**config.mk**
```make
export PLATFORM = sky130hd
export DESIGN_NAME = acs_sequencer
export DESIGN_NICKNAME = d
export VERILOG_FILES = /design/src/acs_pkg.sv /design/src/acs_sequencer.sv /design/src/acs_sar_reg.sv
export SDC_FILE = /design/constraint.sdc
export NUM_CORES = 1
export LEC_CHECK = 0
export ABC_AREA = 1
export BUFFER_PORTS_ARGS = -buffer_cell sky130_fd_sc_hd__buf_4
export CAP_MARGIN = 20
export CORE_MARGIN = 1.5
export CORE_UTILIZATION = 52
export DETAILED_ROUTE_END_ITERATION = 8
export HOLD_SLACK_MARGIN = 0.03
export PLACE_DENSITY = 0.7
export RECOVER_POWER = 50
export SYNTH_ARGS = -nofsm -noshare
export SYNTH_HDL_FRONTEND = slang
export SYNTH_SLANG_ARGS = --single-unit
export TNS_END_PERCENT = 10
```
**constraint.sdc**
```tcl
create_clock -name clk_sys -period 1.3 [get_ports clk_sys]
set_input_delay 0 -clock clk_sys [delete_from_list [all_inputs] [get_ports clk_sys]]
set_output_delay 0 -clock clk_sys [all_outputs]
set_load 0.005 [all_outputs]
```
**src/acs_pkg.sv**
```systemverilog
`default_nettype none
package acs_pkg;
  // Register offsets of the plain register port
  localparam logic [3:0] ACS_ADDR_CTRL = 4'h0;
  localparam logic [3:0] ACS_ADDR_RES_HIGH = 4'h1;
  localparam logic [3:0] ACS_ADDR_RES_LOW = 4'h2;
  localparam logic [3:0] ACS_ADDR_IRQ_EN = 4'h3;
  localparam logic [3:0] ACS_ADDR_IRQ_STAT = 4'h4;
  localparam logic [3:0] ACS_ADDR_IRQ_MASK = 4'h5;
  // Field positions in the converter control and interrupt enable registers
  localparam int ACS_BIT_ENABLE = 5;
  localparam int ACS_BIT_DONE = 4;
  localparam int ACS_BIT_START = 3;
  localparam int ACS_BIT_IRQ_EN = 1;
  localparam logic [7:0] ACS_RST_BYTE = 8'h00;
  // Converter clock at 700 kHz, derived from the 200 MHz system clock
  localparam int ACS_CLK_MHZ = 200;
  localparam int ACS_ADC_KHZ = 700;
  localparam int ACS_DIV_CYC = (ACS_CLK_MHZ * 1000) / ACS_ADC_KHZ;
  localparam logic [8:0] ACS_DIV_LAST = 9'(ACS_DIV_CYC - 1);
  // One sample slot plus ten resolve steps
  localparam int ACS_SAMPLE_SLOTS = 1;
  localparam int ACS_RES_BITS = 10;
  localparam logic [3:0] ACS_CONV_SLOTS = 4'(ACS_SAMPLE_SLOTS + ACS_RES_BITS);
  // System cycles of one slot and of a whole conversion
  localparam logic [11:0] ACS_SLOT_CYC = 12'(ACS_DIV_CYC);
  localparam logic [11:0] ACS_CONV_CYC = 12'(ACS_DIV_CYC * (ACS_SAMPLE_SLOTS + ACS_RES_BITS));
  typedef enum logic [1:0] {ACS_IDLE, ACS_SAMPLE, ACS_RESOLVE, ACS_FINISH} acs_state_e;
endpackage
`default_nettype wire

```
**src/acs_sequencer.sv**
```systemverilog
`timescale 1ns/10ps
`default_nettype none
// What this block does
// - Setting start bit with enable bit set begins exactly one conversion
// - Hardware clears start bit when conversion ends
// - Done flag set with result; software clears
// - Enabled done flag raises interrupt, rearmed by clear
// - Conversion spans eleven converter clocks
module acs_sequencer (
  input wire logic clk_sys,
  input wire logic rst,
  input wire logic [3:0] reg_addr,
  input wire logic [7:0] reg_wdata,
  input wire logic reg_wr,
  input wire logic reg_rd,
  output logic [7:0] reg_rdata,
  input wire logic cmp_hi,
  output logic sample_hold,
  output logic [9:0] dac_trial,
  output logic conv_irq
);
  import acs_pkg::*;

  ////////////////////////////////////////////////////////////////////////////
  logic [7:0] ctrl_ff;
  logic [7:0] irq_en_ff;
  logic [7:0] stat_ff;
  logic [7:0] mask_ff;
  logic [9:0] result_ff;
  logic [7:0] rdata_ff;
  logic irq_ff;
  logic sample_ff;
  logic [9:0] trial_ff;
  logic [8:0] div_ff;
  logic [3:0] slot_ff;
  logic [11:0] conv_cyc_ff;
  acs_state_e state_ff;
  acs_state_e nxt_state;
  logic [9:0] sar_trial;
  logic [9:0] sar_value;

  wire wr_ctrl = reg_wr && reg_addr == ACS_ADDR_CTRL;
  wire wr_ien = reg_wr && reg_addr == ACS_ADDR_IRQ_EN;
  wire wr_mask = reg_wr && reg_addr == ACS_ADDR_IRQ_MASK;
  wire rd_stat = reg_rd && reg_addr == ACS_ADDR_IRQ_STAT;
  wire adc_tick = div_ff == ACS_DIV_LAST;
  wire start_req = ctrl_ff[ACS_BIT_START] && ctrl_ff[ACS_BIT_ENABLE];
  wire last_slot = slot_ff == ACS_CONV_SLOTS - 4'h1;
  wire conv_done = state_ff == ACS_FINISH;
  wire sar_clear = state_ff == ACS_IDLE;
  wire sar_step = state_ff == ACS_RESOLVE && adc_tick;
  // Left aligned: high holds bits 9..2, low holds bits 1..0 in its top
  wire [7:0] res_high = result_ff[9:2];
  wire [7:0] res_low = {result_ff[1:0], 6'h00};
  wire done_rise = conv_done;
  wire [7:0] rd_mux;
  wire [7:0] ctrl_wr_val;

  // Done bit only clears on a write of zero; a write cannot set it
  assign ctrl_wr_val = {reg_wdata[7:5], reg_wdata[ACS_BIT_DONE] & ctrl_ff[ACS_BIT_DONE],
                        reg_wdata[3:0]};
  assign rd_mux = (reg_addr == ACS_ADDR_CTRL) ? ctrl_ff :
                  (reg_addr == ACS_ADDR_RES_HIGH) ? res_high :
                  (reg_addr == ACS_ADDR_RES_LOW) ? res_low :
                  (reg_addr == ACS_ADDR_IRQ_EN) ? irq_en_ff :
                  (reg_addr == ACS_ADDR_IRQ_STAT) ? stat_ff :
                  (reg_addr == ACS_ADDR_IRQ_MASK) ? mask_ff : 8'h00;

  ////////////////////////////////////////////////////////////////////////////
  acs_sar_reg u_sar (
    .clk_sys(clk_sys),
    .rst(rst),
    .clear(sar_clear),
    .step(sar_step),
    .cmp_hi(cmp_hi),
    .trial(sar_trial),
    .value(sar_value)
  );

  ////////////////////////////////////////////////////////////////////////////
  always_comb begin
    nxt_state = state_ff;
    case (state_ff)
      ACS_IDLE: if (start_req) nxt_state = ACS_SAMPLE;
      ACS_SAMPLE: if (adc_tick) nxt_state = ACS_RESOLVE;
      ACS_RESOLVE: if (adc_tick && last_slot) nxt_state = ACS_FINISH;
      ACS_FINISH: nxt_state = ACS_IDLE;
      default: nxt_state = ACS_IDLE;
    endcase
  end

  // Divider restarts with each conversion so every slot is a full period
  always_ff @(posedge clk_sys) begin
    if (rst || state_ff == ACS_IDLE) begin
      div_ff <= 9'h000;
      slot_ff <= 4'h0;
    end else if (adc_tick) begin
      div_ff <= 9'h000;
      slot_ff <= slot_ff + 4'h1;
    end else begin
      div_ff <= div_ff + 9'h001;
    end
  end

  always_ff @(posedge clk_sys) begin
    if (rst) begin
      state_ff <= ACS_IDLE;
    end else begin
      state_ff <= nxt_state;
    end
  end

  // Hardware events win over a software write in the same cycle
  always_ff @(posedge clk_sys) begin
    if (rst) begin
      ctrl_ff <= ACS_RST_BYTE;
    end else begin
      if (wr_ctrl) begin
        ctrl_ff <= ctrl_wr_val;
      end
      if (conv_done) begin
        ctrl_ff[ACS_BIT_START] <= 1'b0;
        ctrl_ff[ACS_BIT_DONE] <= 1'b1;
      end
    end
  end

  always_ff @(posedge clk_sys) begin
    if (rst) begin
      result_ff <= 10'h000;
    end else if (conv_done) begin
      result_ff <= sar_value;
    end
  end

  always_ff @(posedge clk_sys) begin
    if (rst) begin
      irq_en_ff <= ACS_RST_BYTE;
      mask_ff <= ACS_RST_BYTE;
    end else begin
      if (wr_ien) irq_en_ff <= reg_wdata;
      if (wr_mask) mask_ff <= reg_wdata;
    end
  end

  // Status bit 0: conversion finished; read clears, new event wins
  always_ff @(posedge clk_sys) begin
    if (rst) begin
      stat_ff <= ACS_RST_BYTE;
    end else if (done_rise) begin
      stat_ff[0] <= 1'b1;
    end else if (rd_stat) begin
      stat_ff <= ACS_RST_BYTE;
    end
  end

  // Level request follows the enabled done flag or any status bit set in the mask, so it rearms once software clears it
  always_ff @(posedge clk_sys) begin
    if (rst) begin
      irq_ff <= 1'b0;
      rdata_ff <= 8'h00;
      sample_ff <= 1'b0;
      trial_ff <= 10'h000;
    end else begin
      irq_ff <= (ctrl_ff[ACS_BIT_DONE] && irq_en_ff[ACS_BIT_IRQ_EN]) ||
                (|(stat_ff & mask_ff));
      rdata_ff <= reg_rd ? rd_mux : 8'h00;
      sample_ff <= nxt_state == ACS_SAMPLE;
      trial_ff <= sar_trial;
    end
  end

  assign reg_rdata = rdata_ff;
  assign conv_irq = irq_ff;
  assign sample_hold = sample_ff;
  assign dac_trial = trial_ff;

  // Cycles since the sample slot began; a conversion is too long for a delay range
  always_ff @(posedge clk_sys) begin
    if (rst || state_ff == ACS_IDLE) begin
      conv_cyc_ff <= 12'h000;
    end else begin
      conv_cyc_ff <= conv_cyc_ff + 12'h001;
    end
  end

  ////////////////////////////////////////////////////////////////////////////
  conv_len_a: assert property (@(posedge clk_sys) disable iff (rst)
    conv_done |-> conv_cyc_ff == ACS_CONV_CYC && slot_ff == ACS_CONV_SLOTS)
    else $error("Conversion length wrong");
  sample_len_a: assert property (@(posedge clk_sys) disable iff (rst)
    $fell(sample_hold) |-> conv_cyc_ff == ACS_SLOT_CYC)
    else $error("Sample slot length wrong");
  result_hold_a: assert property (@(posedge clk_sys) disable iff (rst)
    !conv_done |=> $stable(result_ff))
    else $error("Result changed outside finish");
  start_clear_a: assert property (@(posedge clk_sys) disable iff (rst)
    conv_done |=> !ctrl_ff[ACS_BIT_START])
    else $error("Start bit not cleared");
  done_set_a: assert property (@(posedge clk_sys) disable iff (rst)
    conv_done |=> ctrl_ff[ACS_BIT_DONE] && result_ff == $past(sar_value))
    else $error("Done flag without result");
  done_hold_a: assert property (@(posedge clk_sys) disable iff (rst)
    $fell(ctrl_ff[ACS_BIT_DONE]) |-> $past(wr_ctrl))
    else $error("Done flag cleared by hardware");
  one_conv_a: assert property (@(posedge clk_sys) disable iff (rst)
    conv_done |=> state_ff == ACS_IDLE ##1 state_ff == ACS_IDLE || $past(start_req))
    else $error("Extra conversion started");
  start_go_a: assert property (@(posedge clk_sys) disable iff (rst)
    state_ff == ACS_IDLE && start_req |=> state_ff == ACS_SAMPLE)
    else $error("Start not taken");
  irq_req_a: assert property (@(posedge clk_sys) disable iff (rst)
    ctrl_ff[ACS_BIT_DONE] && irq_en_ff[ACS_BIT_IRQ_EN] |=> conv_irq)
    else $error("Interrupt missing");
  irq_quiet_a: assert property (@(posedge clk_sys) disable iff (rst)
    !ctrl_ff[ACS_BIT_DONE] && stat_ff == 8'h00 |=> !conv_irq)
    else $error("Spurious interrupt");
endmodule
`default_nettype wire

```
**src/acs_sar_reg.sv**
```systemverilog
`timescale 1ns/10ps
`default_nettype none
// Successive approximation register: one trial bit per step
module acs_sar_reg (
  input wire logic clk_sys,
  input wire logic rst,
  input wire logic clear,
  input wire logic step,
  input wire logic cmp_hi,
  output logic [9:0] trial,
  output logic [9:0] value
);
  logic [9:0] value_ff;
  logic [9:0] bit_ff;
  always_ff @(posedge clk_sys) begin
    if (rst || clear) begin
      value_ff <= 10'h000;
      bit_ff <= 10'h200;
    end else if (step && bit_ff != 10'h000) begin
      if (cmp_hi) begin
        value_ff <= value_ff | bit_ff;
      end
      bit_ff <= bit_ff >> 1;
    end
  end
  assign trial = value_ff | bit_ff;
  assign value = value_ff;
endmodule
`default_nettype wire

```
; After elaboration in Yosys (flattened, before gate mapping)
; Cells that the tools add are included.
[totals]
n_memories = 0
reg_bits = 90
ramBits = 0
inputBits = 17
wordCells = 68
latchBits = 0
output_inout_bits = 20
mem_bits_ro = 0
[op_classes]
n_bitwise = 4
addsub = 2
multipliers = 0
n_reduce_logical = 21
div = 0
mux = 14
shifts = 0
n_eq_ne = 11
order_cmp = 0
[ops]
columns = op, n
row1 = 8-bit 2-to-1 mux, 6
row2 = 10-bit bitwise OR, 1
row3 = 10-bit nonzero test, 1
row4 = "9-bit by 1-bit adder with 9-bit output, second input constant", 1
row5 = "9-bit equality test, second input constant", 1
row6 = 1-bit logical AND, 9
row7 = 1-bit by 8-bit bitwise AND with 8-bit output, 1
row8 = "4-bit by 2-bit equality test with 1-bit output, second input constant", 2
row9 = "4-bit by 3-bit equality test with 1-bit output, second input constant", 2
row10 = 2-bit 2-to-1 mux, 4
row11 = 2-bit case mux with 4 select lines, 1
row12 = 8-bit OR reduction, 1
row13 = 2-bit OR reduction, 3
row14 = 5-bit 2-to-1 mux, 1
row15 = "4-bit by 1-bit adder with 4-bit output, second input constant", 1
row16 = "2-bit by 1-bit equality test with 1-bit output, second input constant", 2
row17 = "2-bit equality test, second input constant", 2
row18 = "4-bit by 1-bit equality test with 1-bit output, second input constant", 1
row19 = "4-bit equality test, second input constant", 1
row20 = 4-bit logical NOT, 1
row21 = 2-bit nonzero test, 2
row22 = 2-bit logical NOT, 1
row23 = 1-bit logical OR, 2
row24 = 1-bit 2-to-1 mux, 2
row25 = 3 further kinds, 3

; Longest topological paths before layout
[logic_depth]
depth_word = 7
ltp_mapped = 10

; Hierarchy
; Synthesis repeated with hierarchy kept, for this count alone.
[hier_totals]
hier_cells = 483
hier_area_um2 = 3661.0
[modules_own_cells]
columns = module, cells_each, instances, area_each_um2
row1 = acs_sequencer, 368, 1, 2811.4
row2 = acs_sar_reg, 115, 1, 849.6

; Worst setup path after synthesis
; OpenSTA, ideal clock, no wires.
[synth_path]
path_kind = flip-flop to flip-flop
startpoint = register div_ff[0]
endpoint = register u_sar.bit_ff[1]
path_stages_with_launch = 11
n_path_buf = 1
t_required_ns = 1.187
slack_ns = -0.010
period_less_slack_ns = 1.310
t_arrival_ns = 1.198
cell_sequence = dfxtp_1 inv_1 ha_1 nand2_1 nor2_4 nand2_4 nor2_8 buf_6 nand3_1 nand2_1 nor2_1
[synth_via]
elab_chain_len = 3
[synth_rtl]
columns = item, line
row1 = from (decl), acs_sequencer.sv:34  ; logic [8:0] div_ff;
row2 = from (signal assigned), acs_sequencer.sv:101  ; div_ff <= div_ff + 9'h001;
row3 = 9-bit equality test, acs_sequencer.sv:46  ; wire adc_tick = div_ff == ACS_DIV_LAST;
row4 = 1-bit logical AND, acs_sequencer.sv:51  ; wire sar_step = state_ff == ACS_RESOLVE && adc_tick;
row5 = 1-bit logical AND, acs_sar_reg.sv:19  ; end else if (step && bit_ff != 10'h000) begin
row6 = to (signal assigned), acs_sar_reg.sv:23  ; bit_ff <= bit_ff >> 1;
row7 = to (decl), acs_sar_reg.sv:14  ; logic [9:0] bit_ff;
; Every way passes these cells.
; A chain may end at the register's enable or synchronous reset.

; Final worst setup path
[layout_path]
startpoint = register div_ff[0]
endpoint = register u_sar.value_ff[2], in the netlist u_sar.value[2]
[layout_via]
elab_chain_len = 4
[layout_rtl]
columns = item, line
row1 = 9-bit equality test, acs_sequencer.sv:46
row2 = 1-bit logical AND, acs_sequencer.sv:51
row3 = 1-bit logical AND, acs_sar_reg.sv:19
row4 = 2-bit AND reduction (no line), n/a
row5 = to (signal assigned), acs_sar_reg.sv:21  ; value_ff <= value_ff | bit_ff;
row6 = to (decl), acs_sar_reg.sv:13  ; logic [9:0] value_ff;
; Every way passes these cells.

==> flow_summary.toml <==
[run_status]
outcome = "finished with violations"
violations = "negative setup slack"

[clock_tree]
cts_made_buffers = 9
cts.path.max_buffers = 2
cts-htree-levels = 3
clock_sink_count = 90
tritoncts = "yes"
worstSkewPairLatency_ps = 350
path_clk_slew_ps = 90
ctsRootBufferMaster = "sky130_fd_sc_hd__clkbuf_8"

[synth]
count_of_synthesis_stage_warnings_from_yosys = 0
yosys_register_bits = 90
netlist_area_um2 = 3700
synth_area_per_cell_um2 = 7.839
synthesis.nets = 493
ys_seq_area_frac = 0.4870
syn-instance-count = 472
netlist-cell-type-count = 30

[die]
die_area_um2 = 7630
row_count = 30
die_height_um = 87.35
die_x_um = 87.35
core-area_um2 = 6832
initial_utilization = 0.5416
num_io_pins = 37

[run]
drv_cap = 0

[detailed_routing]
drt_drc_violations_left = 0
detailroute.via_count = 3212
routed_wirelength_um = 7944
firstDrtPassIters = 4
first_iter_violations = 213
post_drt_via_cell_ratio = 5.027
routedWlPerCell_um = 12.43
ant_nets = 0

[setup_path]
r2r_start = "div_ff[0]"
crit_path_max_fanout = 10
reg2reg_slack_ps = -90
timing.reg2reg.worst_path_depth = 8
critical_path.reg2reg.endpoint = "u_sar.value[2]"
crit_arrival_ps = 1670
critical_path_required_time_ps = 1580
cp-end-kind = "flip-flop"
setup.worst_path.class = "reg -> reg"
worst_setup_path_start_kind = "flip-flop"

[cells_and_area]
finish.cell_count_without_fillers = 639
finalNetCount = 559
layout.filler_cells = 581
drive_above_1_share = 0.2302
multi_input_area_um2 = 1650
leading_cell_types_in_the_layout_fill_and_taps_excluded = "88 x sky130_fd_sc_hd__dfxtp_1, 70 x sky130_fd_sc_hd__nand2_1, 59 x sky130_fd_sc_hd__a21oi_1"
insertedDiodeCount = 0
synthToLayoutAreaGrowth_pct = 25.16
layout.cell_area.non_filler_um2 = 4631
mostFrequentLayoutCell = "sky130_fd_sc_hd__dfxtp_1"
seqCellArea_um2 = 1804

[min_path]
worst_hold_startpoint = "cmp_hi"
worst_hold_path_class = "in -> reg"
timing.hold.worst_endpoint = "u_sar.value[5]"
worst_hold_path.num_cells = 3

[sta]
max_clock_freq_mhz = 719.5
hold_viol = 0
timing.final.crit_period_ps = 1390
layout_worst_path_cycle_share = 1.069
worst-slew-pin-transition_ps = 429.3
final_setup_violation_count = 20
final_layout_setup_total_negative_slack_ps = -1313
grt_setup_unrepaired = "true"
timing.max_slew.rel_slack = 0.7138
setup_ws_ps = -89.87
final-max-slew-violation-count = 0
holdWs_ps = 53.79
finalClockSkew_ps = 11.42

[place]
placed_area_um2 = 4189
placedCellCount = 609
io_buffer_count = 36
place_hpwl_um = 5586
routability_congestion_estimate_from_global_placement = 0.8026

[power_and_ir_drop]
total_power_w = 0.005313
power_per_cell_area_nw_per_um2 = 1147
total_leakage_power_nw = 1.726
ir_worst_vdd_v = 0.0008011

[global_route]
global_route.usage.total = 0.2232
global_route_wire_length_before_repair_um = 13340
grt_pass1_vias = 2986
maximum_number_of_pins_on_one_net_before_global_route_repair = 26
grt_antenna_before_repair = 0
grt-ovfl-total = 0
## worst max path at each step
stage                 endpoint  slack [ps]  cells past startpoint      start
2_1_floorplan  u_sar.bit_ff[1]          20                     10  div_ff[0]
4_1_cts         u_sar.value[2]         -30                      8  div_ff[0]
5_1_grt         u_sar.value[1]        -190                      8  div_ff[0]
3_5_place_dp    u_sar.value[2]         -10                      8  div_ff[0]
3_3_place_gp       state_ff[0]           3                      7  div_ff[0]
6_report        u_sar.value[2]         -90                      8  div_ff[0]
## timing repair
item / 4_1_cts / 5_1_grt
endpoints found under the hold margin: 40 / 0
hold buffers: 11 / 0
cloned: 0 / 1
gates resized for setup: 1 / 18
setup endpoints to repair: 19 / 34
buffers inserted: 0 / 2
pin swaps: 0 / 3
## worst max-delay path, stage by stage, from the launching register on
cell                      delay, ps
sky130_fd_sc_hd__dfxtp_2        330
sky130_fd_sc_hd__inv_2           60
sky130_fd_sc_hd__ha_4           140
sky130_fd_sc_hd__nand2_4         50
sky130_fd_sc_hd__nor2_4         110
sky130_fd_sc_hd__nand2_4        100
sky130_fd_sc_hd__nor2_8         180
sky130_fd_sc_hd__nand3_4        200
sky130_fd_sc_hd__a21oi_2        170
## synthesized netlist by cell type
cell type / instances / area, µm²
sky130_fd_sc_hd__buf_2: 2 / 10.01
sky130_fd_sc_hd__ha_1: 4 / 50.05
sky130_fd_sc_hd__nor2_4: 6 / 67.56
sky130_fd_sc_hd__o21ai_0: 40 / 200.2
sky130_fd_sc_hd__nand3_1: 39 / 195.2
sky130_fd_sc_hd__nand2_2: 4 / 25.02
sky130_fd_sc_hd__inv_2: 6 / 22.52
sky130_fd_sc_hd__a31oi_1: 3 / 18.77
sky130_fd_sc_hd__buf_1: 4 / 15.01
sky130_fd_sc_hd__nor2_8: 1 / 20.02
sky130_fd_sc_hd__nand2_4: 4 / 45.04
sky130_fd_sc_hd__nand3_4: 1 / 17.52
sky130_fd_sc_hd__nand3b_1: 1 / 7.510
sky130_fd_sc_hd__buf_4: 1 / 7.510
sky130_fd_sc_hd__nor2_2: 5 / 31.28
sky130_fd_sc_hd__a21oi_1: 59 / 295.3
sky130_fd_sc_hd__xor2_1: 2 / 17.52
sky130_fd_sc_hd__nor3_1: 4 / 20.02
sky130_fd_sc_hd__clkinv_2: 1 / 5.000
sky130_fd_sc_hd__or2_2: 1 / 6.260
sky130_fd_sc_hd__o21ai_1: 2 / 10.01
sky130_fd_sc_hd__buf_6: 3 / 33.78
sky130_fd_sc_hd__dfxtp_1: 90 / 1802
sky130_fd_sc_hd__clkbuf_1: 4 / 15.01
sky130_fd_sc_hd__a21oi_2: 10 / 87.58
sky130_fd_sc_hd__inv_1: 51 / 191.4
sky130_fd_sc_hd__a21boi_0: 2 / 15.01
sky130_fd_sc_hd__nor2_1: 49 / 183.9
sky130_fd_sc_hd__nand2_1: 71 / 266.5
sky130_fd_sc_hd__o21ai_2: 2 / 17.52
## cell families after synthesis
kind of cell,Yosys count,share of synthesized area
simple gates,186,0.2394
buf+inv,72,0.08116
xor+xnor,2,0.004735
fa+ha+maj,4,0.01353
compound gates,118,0.1742
flops,90,0.4870
## metrics by stage
| stage | setup WS [ps] | util |
|---|---|---|
| final | -89.87 | 0.6778 |
| after global routing | -188.3 | 0.6778 |
| after CTS | -32.59 | 0.6667 |
| after detailed placement | -14.15 | 0.6132 |
| after global placement | 3.065 | 0.6132 |
| after floorplan | 18.62 | - |
## state kept, by name, summed over array words and instances, names as in the netlist, 8 cells and up
| signal | count |
|---|---|
| div_ff | 9 |
| u_sar.bit_ff | 10 |
| result_ff | 10 |
| irq_en_ff | 8 |
| mask_ff | 8 |
| ctrl_ff | 8 |
| dac_trial | 10 |
| u_sar.value | 10 |
| reg_rdata | 8 |
## area by class of cell
cell class	instances	share of cell area
Tap cell	96	0.02594
Clock buffer	12	0.03350
Clock inverter	4	0.02108
Timing Repair Buffer	69	0.1262
Sequential cell	90	0.3896
Inverter	58	0.04728
Multi-Input combinational cell	310	0.3564
## layer usage
layer  vias to the layer above  wire [µm]  share of wire  track usage
met2                        82       3734           0.47       0.3538
met1                      1460       3678           0.46       0.2940
met3                         8        425          0.053      0.05972
met4                         0        106          0.013      0.07648
li1                       1662          -              -            -
met5                         -          0              0            0
## power by group
part           internal (W)  switching (W)
sequential          0.00277     0.00000604
combinational     0.0000930       0.000125
clock               0.00138       0.000938
total               0.00424        0.00107
No activity file was read; power rests on OpenSTA's default activity.
